File: config.mk
export PLATFORM = sky130hd
export DESIGN_NAME = phy_event_and_status_regs
export DESIGN_NICKNAME = d
export VERILOG_FILES = /design/src/rtl/phy_evs_pkg.sv /design/src/rtl/event_latch_bit.sv /design/src/rtl/ones_run_counter.sv /design/src/rtl/phy_event_and_status_regs.sv
export VERILOG_INCLUDE_DIRS = /design/src /design/src/rtl
export SDC_FILE = /design/constraint.sdc
export NUM_CORES = 1
export LEC_CHECK = 0
export BUFFER_PORTS_ARGS = -buffer_cell sky130_fd_sc_hd__buf_2
export CAP_MARGIN = 15
export CORE_MARGIN = 2
export CORE_UTILIZATION = 37
export DETAILED_ROUTE_END_ITERATION = 6
export HOLD_SLACK_MARGIN = 0.03
export PLACE_DENSITY = 0.59
export SYNTH_ARGS = -nofsm -noshare
export SYNTH_HDL_FRONTEND = slang
export SYNTH_SLANG_ARGS = --single-unit
File: constraint.sdc
create_clock -name clk_in -period 4.8 [get_ports clk_in]
set_input_delay 0.96 -clock clk_in [delete_from_list [all_inputs] [get_ports clk_in]]
set_output_delay 0.96 -clock clk_in [all_outputs]
set_load 0.005 [all_outputs]
File: src/rtl/phy_evs_cfg.svh
/*
 * Register offsets, bit positions, reset values and frame constants for the
 * event latch and link state report registers.
 * Assumes a 5-bit register address on the management serial link.
 */
`ifndef PHY_EVS_CFG_SVH
`define PHY_EVS_CFG_SVH

// Register addresses on the management link
`define EVS_REG_MASK    5'h18
`define EVS_REG_EVT     5'h19
`define EVS_REG_STS     5'h1A

// Reset values
`define EVS_EVT_RST     16'h0000
`define EVS_MASK_RST    16'h0000
`define EVS_STS_RST     16'h0700

// Bit positions
`define EVS_BIT_PEND    0
`define EVS_BIT_DIAG    10
`define EVS_BIT_FIRST   1
`define EVS_BIT_LAST    10
`define EVS_BIT_STANDBY 15
`define EVS_BIT_LINK    6
`define EVS_BIT_SPD_LO  8
`define EVS_RSV_W       5

// Management frame fields
`define EVS_PREAMBLE    6'd32
`define EVS_OP_READ     2'b10
`define EVS_OP_WRITE    2'b01
`define EVS_HDR_LAST    4'd11
`define EVS_DATA_LAST   4'd15

`endif

File: src/rtl/phy_evs_pkg.sv
/*
 * Types shared by the event and status register bank.
 * Assumes the constants header is included where offsets are needed.
 */
package phy_evs_pkg;

	typedef enum logic [2:0] {
		ST_HUNT  = 3'b000,
		ST_IDLE  = 3'b001,
		ST_START = 3'b010,
		ST_HDR   = 3'b011,
		ST_TURN  = 3'b100,
		ST_DATA  = 3'b101
	} mgmt_state_t;

	// Live link state, packed in status register order, bits 14..0
	typedef struct packed {
		logic       an_fault_ms;
		logic       an_fault_pd;
		logic       an_done;
		logic       crossed_pair_config;
		logic       pol_normal;
		logic [1:0] speed;
		logic       full_duplex;
		logic       link_up;
		logic       tx_act;
		logic       rx_act;
		logic       collision;
		logic       an_both;
		logic       partner_pause;
		logic       partner_sym;
	} live_status_t;

	// Event pulses from the transceiver core; sync loss is made in the register block
	typedef struct packed {
		logic diag_run_done;
		logic an_change;
		logic crc_err;
		logic next_page;
		logic err_cnt_full;
		logic fifo_err;
		logic rx_change;
		logic link_change;
		logic downshift;
	} ext_event_t;

	typedef struct packed {
		logic [1:0] op;
		logic [4:0] phy;
		logic [4:0] reg_a;
	} mgmt_hdr_t;

endpackage

File: src/rtl/event_latch_bit.sv
/*
 * One latched-high event bit: set by its source, cleared by a read strobe.
 * Assumes the read strobe is a one-cycle pulse from the frame engine.
 */
`timescale 1ns/100ps
module event_latch_bit (
	// Clock and reset
	input  wire logic clk_in,
	input  wire logic sys_rst_in,
	// Source and clear
	input  wire logic set_in,
	input  wire logic clr_in,
	// Latched state
	output logic      bit_out
);
	logic bit_r;
	logic bit_nxt;

	// Set wins over the read clear, so an event in the clear cycle stays
	assign bit_nxt = set_in | (bit_r & ~clr_in);
	assign bit_out = bit_r;

	always_ff @(posedge clk_in or posedge sys_rst_in) begin
		if (sys_rst_in) begin
			bit_r <= 1'b0;
		end else begin
			bit_r <= bit_nxt;
		end
	end
endmodule

File: src/rtl/ones_run_counter.sv
/*
 * Counts consecutive one bits on the management data line, saturating at
 * the preamble length. Assumes step_in marks one sampling edge per bit.
 */
`timescale 1ns/100ps
module ones_run_counter #(
	parameter int unsigned WIDTH = 6
) (
	// Clock and reset
	input  wire logic clk_in,
	input  wire logic sys_rst_in,
	// Sampled bit
	input  wire logic step_in,
	input  wire logic bit_in,
	// Full preamble seen
	output logic      full_out
);
	`include "phy_evs_cfg.svh"

	logic [WIDTH-1:0] cnt_r;
	logic [WIDTH-1:0] cnt_nxt;
	logic             at_top;

	assign at_top   = (cnt_r == WIDTH'(`EVS_PREAMBLE));
	assign cnt_nxt  = !step_in ? cnt_r :
	                  !bit_in  ? '0 :
	                  at_top   ? cnt_r : cnt_r + WIDTH'(1);
	assign full_out = at_top;

	always_ff @(posedge clk_in or posedge sys_rst_in) begin
		if (sys_rst_in) begin
			cnt_r <= '0;
		end else begin
			cnt_r <= cnt_nxt;
		end
	end
endmodule

File: src/rtl/phy_event_and_status_regs.sv
/*
 * Event latch and link state report registers of a gigabit transceiver,
 * served over the management serial link (clock and bidirectional data).
 * Assumes mdc_in and mdio_in are already synchronous to clk_in and that
 * clk_in runs well above four times the management clock.
 */
`timescale 1ns/100ps
// What this block does
// - Latch diagnostic run completion into bit 10
// - Bits 9..1 latch their events high
// - Event bits zero until event, zero reset
// - Pending set only by unmasked latched event
// - Pending reads one while unmasked event pending
// - Resync once a full preamble is seen
// - Bit 15 shows standby, resets zero
// - Standby when TDR mode and link down
// - Soft reset or power down drops link
// - Bits 14:13 report negotiation fault code
// - Bit 12 shows negotiation complete
// - Bit 11 shows crossed pair configuration
// - Bit 10 polarity normal, resets one
// - Bits 9:8 speed code, resets 11
// - Bit 7 duplex, bit 6 link up
// - Bits 5:3 live transmit, receive, collision
// - Bit 2 both ends negotiate
// - Bits 1:0 partner pause and symmetry
// - Mask bits enable matching events
// - Interrupt pin low when pending and enabled
module phy_event_and_status_regs
	import phy_evs_pkg::*;
(
	// Clock and reset
	input  wire logic         clk_in,
	input  wire logic         sys_rst_in,
	// Management serial link
	input  wire logic         mdc_in,
	input  wire logic         mdio_in,
	output logic              mdio_out,
	output logic              mdio_oe_out,
	input  wire logic [4:0]   phy_addr_in,
	// Control bits held in other registers
	input  wire logic         frame_preamble_skip_in,
	input  wire logic         tdr_mode_in,
	input  wire logic         soft_reset_in,
	input  wire logic         soft_power_down_in,
	// Transceiver core state
	input  wire live_status_t live_in,
	input  wire ext_event_t   events_in,
	// Outputs
	output logic              mgmt_irq_out_n,
	output logic              link_drop_out,
	output logic              in_sync_out
);
	`include "phy_evs_cfg.svh"

	localparam int unsigned NEV = `EVS_BIT_LAST;

	mgmt_state_t state_r;
	mgmt_state_t state_nxt;
	logic [3:0]  cnt_r;
	logic [3:0]  cnt_nxt;
	logic [10:0] hdr_r;
	logic [10:0] hdr_nxt;
	logic [15:0] data_r;
	logic [15:0] data_nxt;
	logic        rd_r;
	logic        rd_nxt;
	logic        mine_r;
	logic        mine_nxt;
	logic        mdc_q_r;
	logic        out_nxt;
	logic        oe_nxt;
	logic        sync_lost_nxt;
	logic        rd_clr_nxt;
	logic        rd_clr_r;
	logic        sync_lost_r;
	logic        wr_mask_nxt;
	logic [15:0] mask_r;
	logic [15:0] sts_r;
	logic [NEV:0] lat_w;

	// Bit sampling on the management clock rising edge
	logic        rise_w;
	logic        bit_w;
	logic        pre_full_w;
	mgmt_hdr_t   hdr_w;
	logic        op_ok_w;
	logic        op_rd_w;
	logic        addr_hit_w;
	logic        start_ok_w;

	assign rise_w     = mdc_in & ~mdc_q_r;
	assign bit_w      = mdio_in;
	assign hdr_w      = {hdr_r, bit_w};
	assign op_rd_w    = (hdr_w.op == `EVS_OP_READ);
	assign op_ok_w    = op_rd_w || (hdr_w.op == `EVS_OP_WRITE);
	assign addr_hit_w = (hdr_w.phy == phy_addr_in);
	// Without suppression every frame must carry a full preamble
	assign start_ok_w = !bit_w && (frame_preamble_skip_in || pre_full_w);

	ones_run_counter #(
		.WIDTH (6)
	) u_pre (
		.clk_in     (clk_in),
		.sys_rst_in (sys_rst_in),
		.step_in    (rise_w),
		.bit_in     (bit_w),
		.full_out   (pre_full_w)
	);

	// Register read mux; reserved event bits are constant zero
	logic [15:0] evt_word_w;
	logic [15:0] rd_word_w;

	assign evt_word_w = {`EVS_RSV_W'(0), lat_w};
	assign rd_word_w  = (hdr_w.reg_a == `EVS_REG_EVT)  ? evt_word_w :
	                    (hdr_w.reg_a == `EVS_REG_STS)  ? sts_r :
	                    (hdr_w.reg_a == `EVS_REG_MASK) ? mask_r : 16'h0000;

	always_comb begin
		state_nxt     = state_r;
		cnt_nxt       = cnt_r;
		hdr_nxt       = hdr_r;
		data_nxt      = data_r;
		rd_nxt        = rd_r;
		mine_nxt      = mine_r;
		out_nxt       = mdio_out;
		oe_nxt        = mdio_oe_out;
		sync_lost_nxt = 1'b0;
		rd_clr_nxt    = 1'b0;
		wr_mask_nxt   = 1'b0;
		if (rise_w) begin
			unique case (state_r)
				ST_HUNT: begin
					// Lost sync: only a full preamble lets a frame be accepted
					if (pre_full_w) begin
						state_nxt = bit_w ? ST_IDLE : ST_START;
					end
				end
				ST_IDLE: begin
					if (start_ok_w) begin
						state_nxt = ST_START;
					end
				end
				ST_START: begin
					if (bit_w) begin
						state_nxt = ST_HDR;
						cnt_nxt   = 4'h0;
					end else if (frame_preamble_skip_in) begin
						state_nxt     = ST_HUNT;
						sync_lost_nxt = 1'b1;
					end else begin
						state_nxt = ST_IDLE;
					end
				end
				ST_HDR: begin
					hdr_nxt = hdr_w[10:0];
					cnt_nxt = cnt_r + 4'h1;
					if (cnt_r == `EVS_HDR_LAST) begin
						cnt_nxt = 4'h0;
						if (!op_ok_w) begin
							state_nxt     = frame_preamble_skip_in ? ST_HUNT : ST_IDLE;
							sync_lost_nxt = frame_preamble_skip_in;
						end else begin
							state_nxt = ST_TURN;
							rd_nxt    = op_rd_w;
							mine_nxt  = addr_hit_w;
							if (op_rd_w && addr_hit_w) begin
								// Snapshot now, clear one cycle later via rd_clr_r; an event latched in between is lost
								data_nxt   = rd_word_w;
								rd_clr_nxt = (hdr_w.reg_a == `EVS_REG_EVT);
							end
						end
					end
				end
				ST_TURN: begin
					cnt_nxt = 4'h1;
					if (rd_r && mine_r) begin
						oe_nxt  = 1'b1;
						out_nxt = (cnt_r == 4'h0) ? 1'b0 : data_r[15];
					end
					if (cnt_r != 4'h0) begin
						state_nxt = ST_DATA;
						cnt_nxt   = 4'h0;
						if (rd_r) begin
							data_nxt = {data_r[14:0], 1'b0};
						end
					end
				end
				ST_DATA: begin
					cnt_nxt = cnt_r + 4'h1;
					if (rd_r) begin
						out_nxt  = data_r[15];
						data_nxt = {data_r[14:0], 1'b0};
					end else begin
						data_nxt = {data_r[14:0], bit_w};
					end
					if (cnt_r == `EVS_DATA_LAST) begin
						state_nxt   = ST_IDLE;
						oe_nxt      = 1'b0;
						out_nxt     = 1'b0;
						// Only the mask is writable; event and status ignore writes
						wr_mask_nxt = !rd_r && mine_r
						              && (hdr_r[4:0] == `EVS_REG_MASK);
					end
				end
				default: begin
					state_nxt = ST_IDLE;
				end
			endcase
		end
	end

	always_ff @(posedge clk_in or posedge sys_rst_in) begin
		if (sys_rst_in) begin
			state_r     <= ST_IDLE;
			cnt_r       <= 4'h0;
			hdr_r       <= 11'h000;
			data_r      <= 16'h0000;
			rd_r        <= 1'b0;
			mine_r      <= 1'b0;
			mdc_q_r     <= 1'b0;
			mdio_out    <= 1'b0;
			mdio_oe_out <= 1'b0;
			rd_clr_r    <= 1'b0;
			sync_lost_r <= 1'b0;
			in_sync_out <= 1'b1;
		end else begin
			state_r     <= state_nxt;
			cnt_r       <= cnt_nxt;
			hdr_r       <= hdr_nxt;
			data_r      <= data_nxt;
			rd_r        <= rd_nxt;
			mine_r      <= mine_nxt;
			mdc_q_r     <= mdc_in;
			mdio_out    <= out_nxt;
			mdio_oe_out <= oe_nxt;
			rd_clr_r    <= rd_clr_nxt;
			sync_lost_r <= sync_lost_nxt;
			in_sync_out <= (state_nxt != ST_HUNT);
		end
	end

	// Mask register: one enable per event, bit 0 enables the pin
	always_ff @(posedge clk_in or posedge sys_rst_in) begin
		if (sys_rst_in) begin
			mask_r <= `EVS_MASK_RST;
		end else if (wr_mask_nxt) begin
			mask_r <= {`EVS_RSV_W'(0), data_nxt[NEV:0]};
		end
	end

	// Event latches, bits 10..1
	logic [NEV:1] ev_w;
	assign ev_w = {events_in.diag_run_done, sync_lost_r, events_in.an_change,
	               events_in.crc_err, events_in.next_page, events_in.err_cnt_full,
	               events_in.fifo_err, events_in.rx_change, events_in.link_change,
	               events_in.downshift};

	for (genvar i = `EVS_BIT_FIRST; i <= NEV; i++) begin : g_evt
		event_latch_bit u_bit (
			.clk_in     (clk_in),
			.sys_rst_in (sys_rst_in),
			.set_in     (ev_w[i]),
			.clr_in     (rd_clr_r),
			.bit_out    (lat_w[i])
		);
	end

	// Pending is latched high; a read keeps it only for latches that survive
	logic pend_src_w;
	logic pend_set_w;
	assign pend_src_w = |(lat_w[NEV:1] & mask_r[NEV:1]);
	assign pend_set_w = pend_src_w && (!rd_clr_r || |(ev_w & mask_r[NEV:1]));

	event_latch_bit u_pend (
		.clk_in     (clk_in),
		.sys_rst_in (sys_rst_in),
		.set_in     (pend_set_w),
		.clr_in     (rd_clr_r),
		.bit_out    (lat_w[`EVS_BIT_PEND])
	);

	// Status register and link drop
	logic link_eff_w;
	logic standby_w;
	logic [15:0] sts_nxt;

	assign link_eff_w = live_in.link_up && !link_drop_out;
	assign standby_w  = tdr_mode_in && !link_eff_w;
	assign sts_nxt    = {standby_w,
	                     live_in.an_fault_ms, live_in.an_fault_pd && !live_in.an_fault_ms,
	                     live_in.an_done, live_in.crossed_pair_config,
	                     live_in.pol_normal, live_in.speed, live_in.full_duplex,
	                     link_eff_w, live_in.tx_act, live_in.rx_act,
	                     live_in.collision, live_in.an_both,
	                     live_in.partner_pause, live_in.partner_sym};

	always_ff @(posedge clk_in or posedge sys_rst_in) begin
		if (sys_rst_in) begin
			sts_r          <= `EVS_STS_RST;
			link_drop_out  <= 1'b0;
			mgmt_irq_out_n <= 1'b1;
		end else begin
			sts_r          <= sts_nxt;
			link_drop_out  <= soft_reset_in || soft_power_down_in;
			mgmt_irq_out_n <= !(lat_w[`EVS_BIT_PEND] && mask_r[`EVS_BIT_PEND]);
		end
	end
endmodule

==> results of run 1 <==
## layout make-up
cell class	count	area (sq um)	share of cell area
Clock buffer	13	260	0.0515
Timing Repair Buffer	43	220	0.0436
Sequential cell	88	2210	0.437
Inverter	19	72.6	0.0144
Tap cell	147	184	0.0364
Clock inverter	3	65.1	0.0129
Multi-Input combinational cell	294	2040	0.404
## cells in the final DEF (no fill, tap or decap), drive strengths merged, types with 7 or more instances in the layout
| cell | count |
|---|---|
| a32oi | 7 |
| dfrtp | 82 |
| mux2i | 14 |
| a21o | 12 |
| a21oi | 26 |
| nand4 | 11 |
| o21a | 8 |
| nor2b | 9 |
| nand3 | 8 |
| o21ai | 19 |
| clkbuf | 13 |
| nor2 | 19 |
| mux2 | 20 |
| buf | 43 |
| o2bb2ai | 9 |
| inv | 18 |
| nor3 | 7 |
| nand2 | 42 |
## layer usage
layer / global-route usage / up-vias / share of wire
li1: - / 1614 / -
met4: 0.0634 / 0 / 0.014
met2: 0.276 / 94 / 0.48
met5: 0 / - / 0
met1: 0.229 / 1728 / 0.46
met3: 0.0372 / 15 / 0.043
## logic make-up (layout without fill, tap and decap cells)
logic type / Yosys count / count (layout) / synth area share
muxes: 34 / 34 / 0.0823
DFF: 88 / 88 / 0.497
AOI/OAI and AO/OA: 122 / 122 / 0.194
xor gates and xnor gates: 5 / 5 / 0.00986
and+or+nand+nor: 128 / 128 / 0.159
buffers and inverters: 42 / 78 / 0.0428
adders and majority gates: 5 / 5 / 0.0141
## metrics by stage
stage          utilization  hold WS (ns)  power, mW
6_report             0.426         0.442       2.25
3_3_place_gp         0.398         0.427       1.47
2_1_floorplan            -         0.393       1.35
4_1_cts              0.425         0.445       2.27
5_1_grt              0.426         0.472       2.37
3_5_place_dp         0.398         0.439       1.49
## report_power, final
group	total (mW)	internal, mW	switching, mW
Sequential	0.990	0.851	0.139
Combinational	0.495	0.203	0.292
Clock	0.767	0.484	0.283
## sequential cells by signal, summed over array words and instances (netlist names)
name	count
sync_lost_r	1
link_drop_out	1
g_evt.u_bit.bit_out	10
rd_clr_r	1
mdio_oe_out	1
mine_r	1
sts_r	16
cnt_r	4
mdc_q_r	1
mdio_out	1
rd_r	1
u_pend.bit_out	1
mask_r	11
mgmt_irq_out_n	1
in_sync_out	1
hdr_r	11
state_r	3
u_pre.cnt_r	6
data_r	16
## worst max-delay path, delay by kind of cell
family,cells,cell delay [ns]
and+or+nand+nor,1,0.35
AOI/OAI and AO/OA,3,1.69
buffers and inverters,1,0.09
## how the worst min path moves through the flow
stage / from / endpoint / slack, ns / cells past startpoint
detailed placement: link_drop_out / sts_r[6] / 0.44 / 1
finish: link_drop_out / sts_r[6] / 0.44 / 1
CTS: link_drop_out / sts_r[6] / 0.44 / 1
global placement: link_drop_out / sts_r[6] / 0.43 / 1
floorplan: u_pend.bit_out / mgmt_irq_out_n / 0.39 / 1
global route: link_drop_out / sts_r[6] / 0.47 / 1
==> qor.csv, run 1 <==
stage;metric;value;unit
timing;finalCriticalPeriod;2.85;ns
route;antenna_left;0;
critical_path;crit_fanout;18;
placement;dp_hpwl;7.41;mm
logic_synthesis;ys_seq_area_frac;0.497;
critical_path;cp.arrival;3.10;ns
critical_path;crit_path_max_incr_delay;1.01;ns
grt;grt_pass1_wl;17.3;mm
clocking;ctsLongestPathBuffers;2;
critical_path;crit_start;mdc_in;
critical_path;critPathCaptureType;flop;
clocking;htreeDepth;3;
timing;maxSlewViolCount;0;
timing;tightest_slew;1.11;ns
clocking;clk_pin_slew;0.06;ns
power_and_ir_drop;ir_drop;0.179;mV
timing;rsz0062_at_grt;no;
logic_synthesis;ys_warn_count;0;
timing;fmax;0.351;GHz
placement;dpl_worst_slack;1.61;ns
clocking;cts_buffers;9;
placement;dp_cells;590;
grt;antenna_found_initial;0;
critical_path;rr_startpoint;state_r[0];
critical_path;reg2reg_depth;4;
placement;portBuffers;41;
layout;n_antenna_cell;0;
floorplanning;die_h;114;um
logic_synthesis;netlist_instances;424;
critical_path;path_cells;buf_2 -> nand2b_1 -> a21oi_1 -> o211ai_1 -> a32oi_1;
floorplanning;dieArea;12900;sq um
grt;overflow;0;
logic_synthesis;async_flop_share;1.00;
critical_path;reg2reg_to;data_r[14];
critical_path;critPathKind;primary input to flop;
route;viasPerCell;5.69;
logic_synthesis;syn-num-nets;466;
logic_synthesis;synth_edf_count;0;
timing;skew;0.00894;ns
power_and_ir_drop;leakage;2.15;nW
logic_synthesis;synthTopCellsByArea;dfrtp_1 (46%), mux2_2 (5.1%), dfstp_2 (3.5%);
route;vias;3451;
critical_path;slowest_stage;a21oi_1;
timing;finalHoldViolCount;0;
floorplanning;io_pins;42;
timing;slew_headroom;0.258;
timing;finalCritPeriodShare;0.593;
logic_synthesis;synth_commonest_cells;dfrtp_1 (82), nand2_1 (42), a21oi_1 (25);
clocking;root_buffer;clkbuf_16;
grt;grtUsageTotal;0.172;
floorplanning;row_count;40;
run_status;status;complete, no violations;
placement;gp_congestion;0.839;
route;drtIter0Drc;326;
clocking;cts_resized;0;
timing;finalSetupViolCount;0;
critical_path;cp-endpoint;data_r[14];
clocking;tritoncts;built;
run;cap_viol_max_count;0;
grt;grt_max_degree;48;
logic_synthesis;mappedNetlistArea;4440;sq um
logic_synthesis;synth-seq-cells;88;
layout;layoutNonFillerInstCount;607;
clocking;postCtsSetupBuffers;0;
route;dr.pass1.iters;5;
critical_path;cp_data_required_time;5.05;ns
clocking;clkLatencyLatePin;0.35;ns
layout;drive_gt1_frac;0.211;
clocking;clkSinkCount;88;
worst_hold_path;hold_path_class;flop to flop;
placement;dpl-instance-area;4720;sq um
timing;setup_slack;1.95;ns
layout;design_area;5050;sq um
logic_synthesis;synth_top_cell_by_area;dfrtp_1;
critical_path;r2r_slack;2.16;ns
logic_synthesis;post-synth-top-count-cell;dfrtp_1;
floorplanning;die_x;114;um
critical_path;worstSetupStartpointType;primary input;
layout;finalNetCount;497;
layout;area_delta_synth_final;13.8;%
floorplanning;initial_utilization;0.374;
logic_synthesis;synth_top_area_frac;0.462;
route;drc;0;
floorplanning;core_area;11900;sq um
power_and_ir_drop;p_per_area;446;nW/um^2
logic_synthesis;syn_area_per_cell;10.5;sq um
logic_synthesis;ys_types;60;
timing;fin_setup_tns;0;ns
clocking;hold_buffers;0;
route;routed_wl;10.7;mm
logic_synthesis;synth-main-ff-cell;dfrtp_1;
grt;grt_pass1_vias;3390;
route;wire_per_inst;17.6;um
layout;n_fill_cell;1129;
No activity file was read; power rests on OpenSTA's default activity.
==> inputs of run 2 (changes only) <==
--- a/config.mk
+++ b/config.mk
@@ -12,7 +12,7 @@
 export CORE_UTILIZATION = 37
 export DETAILED_ROUTE_END_ITERATION = 6
 export HOLD_SLACK_MARGIN = 0.03
-export PLACE_DENSITY = 0.59
+export PLACE_DENSITY = 0.61
 export SYNTH_ARGS = -nofsm -noshare
 export SYNTH_HDL_FRONTEND = slang
 export SYNTH_SLANG_ARGS = --single-unit
==> constraint.sdc (replaced) <==
create_clock -name clk_in -period 2.5 [get_ports clk_in]
set_input_delay 0.5 -clock clk_in [delete_from_list [all_inputs] [get_ports clk_in]]
set_output_delay 0.5 -clock clk_in [all_outputs]
set_load 0.005 [all_outputs]
==> run 2 against run 1 <==
Net effect:
- first-iteration DRC count decreased by 31%
- flip-flop and latch count unchanged
- clock skew decreased by 0.0026 ns
- hold slack got worse by 0.31 ns
- core utilization increased by 1.5 points
- count of clock-buffer cells in the layout unchanged
- sequential power increased by 89%
- largest cell class unchanged
- highest routed layer unchanged
==> qor.csv, run 2 (same netlist as run 1, synthesis figures left out) <==
stage;metric;value;unit;change
critical_path;slowest_stage;dfstp_2;;was a21oi_1
clocking;htreeDepth;3;;unchanged
timing;finalHoldViolCount;0;;unchanged
clocking;clkSinkCount;88;;unchanged
timing;skew;0.00633;ns;was 0.00894 ns
grt;grt_pass1_wl;18.2;mm;was 17.3 mm
clocking;hold_buffers;0;;unchanged
route;vias;3521;;was 3451
floorplanning;die_x;114;um;unchanged
floorplanning;core_area;11900;sq um;unchanged
placement;gp_congestion;0.840;;was 0.839
clocking;ctsLongestPathBuffers;2;;unchanged
floorplanning;initial_utilization;0.374;;unchanged
critical_path;worstSetupStartpointType;flop;;was primary input
layout;layout.cells.most_common_list;dfrtp_1 (82), nand2_1 (42), buf_2 (41);;unchanged
floorplanning;dieArea;12900;sq um;unchanged
critical_path;crit_family;simple AND/OR/NAND/NOR gates;;was compound AO/OA/AOI/OAI gates
critical_path;reg2reg_to;mask_r[5];;was data_r[14]
floorplanning;die_h;114;um;unchanged
grt;antenna_found_initial;0;;unchanged
timing;fin_setup_tns;0;ns;unchanged
clocking;root_buffer;clkbuf_16;;unchanged
layout;layoutNonFillerInstCount;627;;was 607
power_and_ir_drop;leakage;2.25;nW;was 2.15 nW
power_and_ir_drop;p_per_area;838;nW/um^2;was 446 nW/um^2
route;drtIter0Drc;226;;was 326
power_and_ir_drop;ir_drop;0.388;mV;was 0.179 mV
route;antenna_left;0;;unchanged
route;viasPerCell;5.62;;was 5.69
layout;area_delta_synth_final;17.7;%;was 13.8%
grt;grt_max_degree;29;;was 48
layout;final_common_cell;dfrtp_1;;unchanged
layout;drive_gt1_frac;0.244;;was 0.211
floorplanning;row_count;40;;unchanged
placement;dp_cells;611;;was 590
timing;finalSetupViolCount;0;;unchanged
clocking;tritoncts;built;;unchanged
clocking;clk_pin_slew;0.06;ns;about the same
placement;portBuffers;41;;unchanged
timing;slew_headroom;0.462;;was 0.258
critical_path;crit_fanout;18;;unchanged
grt;grt_pass1_vias;3586;;was 3390
critical_path;rr_startpoint;state_r[0];;unchanged
critical_path;critPathCaptureType;flop;;unchanged
timing;finalCriticalPeriod;2.26;ns;
critical_path;crit_path_max_incr_delay;0.74;ns;was 1.01 ns
floorplanning;io_pins;42;;unchanged
critical_path;crit_buf_inv;0;;was 1
critical_path;cp.arrival;2.49;ns;was 3.10 ns
critical_path;cp_data_required_time;2.73;ns;was 5.05 ns
grt;overflow;0;;unchanged
timing;finalCritPeriodShare;0.903;;
route;dr.pass1.iters;5;;unchanged
run;cap_viol_max_count;0;;unchanged
run_status;status;complete, no violations;;unchanged
timing;tightest_slew;0.802;ns;was 1.11 ns
route;routed_wl;10.9;mm;was 10.7 mm
worst_hold_path;hold_path_class;primary input to asynchronous set/reset pin;;was flop to flop
critical_path;critical_path.most_common_cell;nor2_1;;
grt;grtUsageTotal;0.181;;was 0.172
route;wire_per_inst;17.3;um;was 17.6 um
route;drc;0;;unchanged
timing;rsz0062_at_grt;no;;unchanged
critical_path;r2r_slack;0.24;ns;was 2.16 ns
critical_path;critPathKind;flop to flop;;was primary input to flop
layout;n_antenna_cell;0;;unchanged
clocking;cts_buffers;9;;unchanged
placement;dp_hpwl;7.84;mm;was 7.41 mm
timing;fmax;0.443;GHz;
critical_path;reg2reg_depth;5;;was 4
timing;maxSlewViolCount;0;;unchanged
critical_path;path_cells;nor2_1 -> nor2_1 -> o2bb2a_1 -> nand4_1 -> mux2_2;;was buf_2 -> nand2b_1 -> a21oi_1 -> o211ai_1 -> a32oi_1
layout;reg.largest.list;data_r x16, sts_r x16;;unchanged
clocking;clkLatencyLatePin;0.35;ns;about the same
layout;finalNetCount;517;;was 497
==> run 2: worst max-delay path by stage <==
stage,startpoint,endpoint,slack (ns),depth (start not counted)
after floorplan,hdr_r[9],data_r[10],0.47,8
after global placement,hdr_r[9],mask_r[4],0.25,7
after detailed placement,hdr_r[9],data_r[12],0.15,7
after CTS,hdr_r[9],data_r[12],0.12,7
after global routing,hdr_r[9],data_r[13],0.11,7
final,state_r[0],mask_r[5],0.24,5
==> run 2: area by class of cell <==
class / instances / area [sq um]
fillers: 1148 / 6640
multi-input cells: 294 / 2050
inverters: 19 / 75.1
flip-flops and latches: 88 / 2210
repair buffers: 63 / 383
clock buffers: 13 / 260
clock inverters: 3 / 65.1
well taps: 147 / 184
==> run 2: report_power, final <==
part | total [mW] | internal [mW] | switching, mW | leakage [nW]
Sequential | 1.87 | 1.63 | 0.238 | 1.08
Combinational | 1.05 | 0.440 | 0.606 | 1.01
Clock | 1.46 | 0.929 | 0.533 | 0.160
==> run 2: metrics by stage <==
step	setup WS (ns)	total power, mW	util	instance area, sq um	hold WS, ns
2_1_floorplan	0.469	2.58	-	4450	0.393
3_3_place_gp	0.249	2.89	0.413	4890	0.431
3_5_place_dp	0.148	2.92	0.413	4890	0.428
4_1_cts	0.117	4.41	0.440	5220	0.129
5_1_grt	0.107	4.64	0.441	5230	0.159
6_report	0.241	4.38	0.441	5230	0.128
==> run 2: repair_timing <==
item	4_1_cts	5_1_grt
gates resized for setup	0	1
setup endpoints to repair	0	7
hold endpoints to repair	0	0
buffers inserted	0	0
==> run 2: worst reg2reg max path: cells and delay by family, from the launching register on <==
family,cells,cell delay [ns]
flops,1,0.74
mux,1,0.29
compound gates,1,0.26
simple gates,3,0.86
==> run 2: routing by layer <==
| metal | wire length, um | share of wire | track usage |
|---|---|---|---|
| met4 | 256 | 0.024 | 0.0886 |
| met2 | 5130 | 0.47 | 0.278 |
| met5 | 0 | 0 | 0 |
| met1 | 4950 | 0.46 | 0.245 |
| met3 | 521 | 0.048 | 0.0388 |
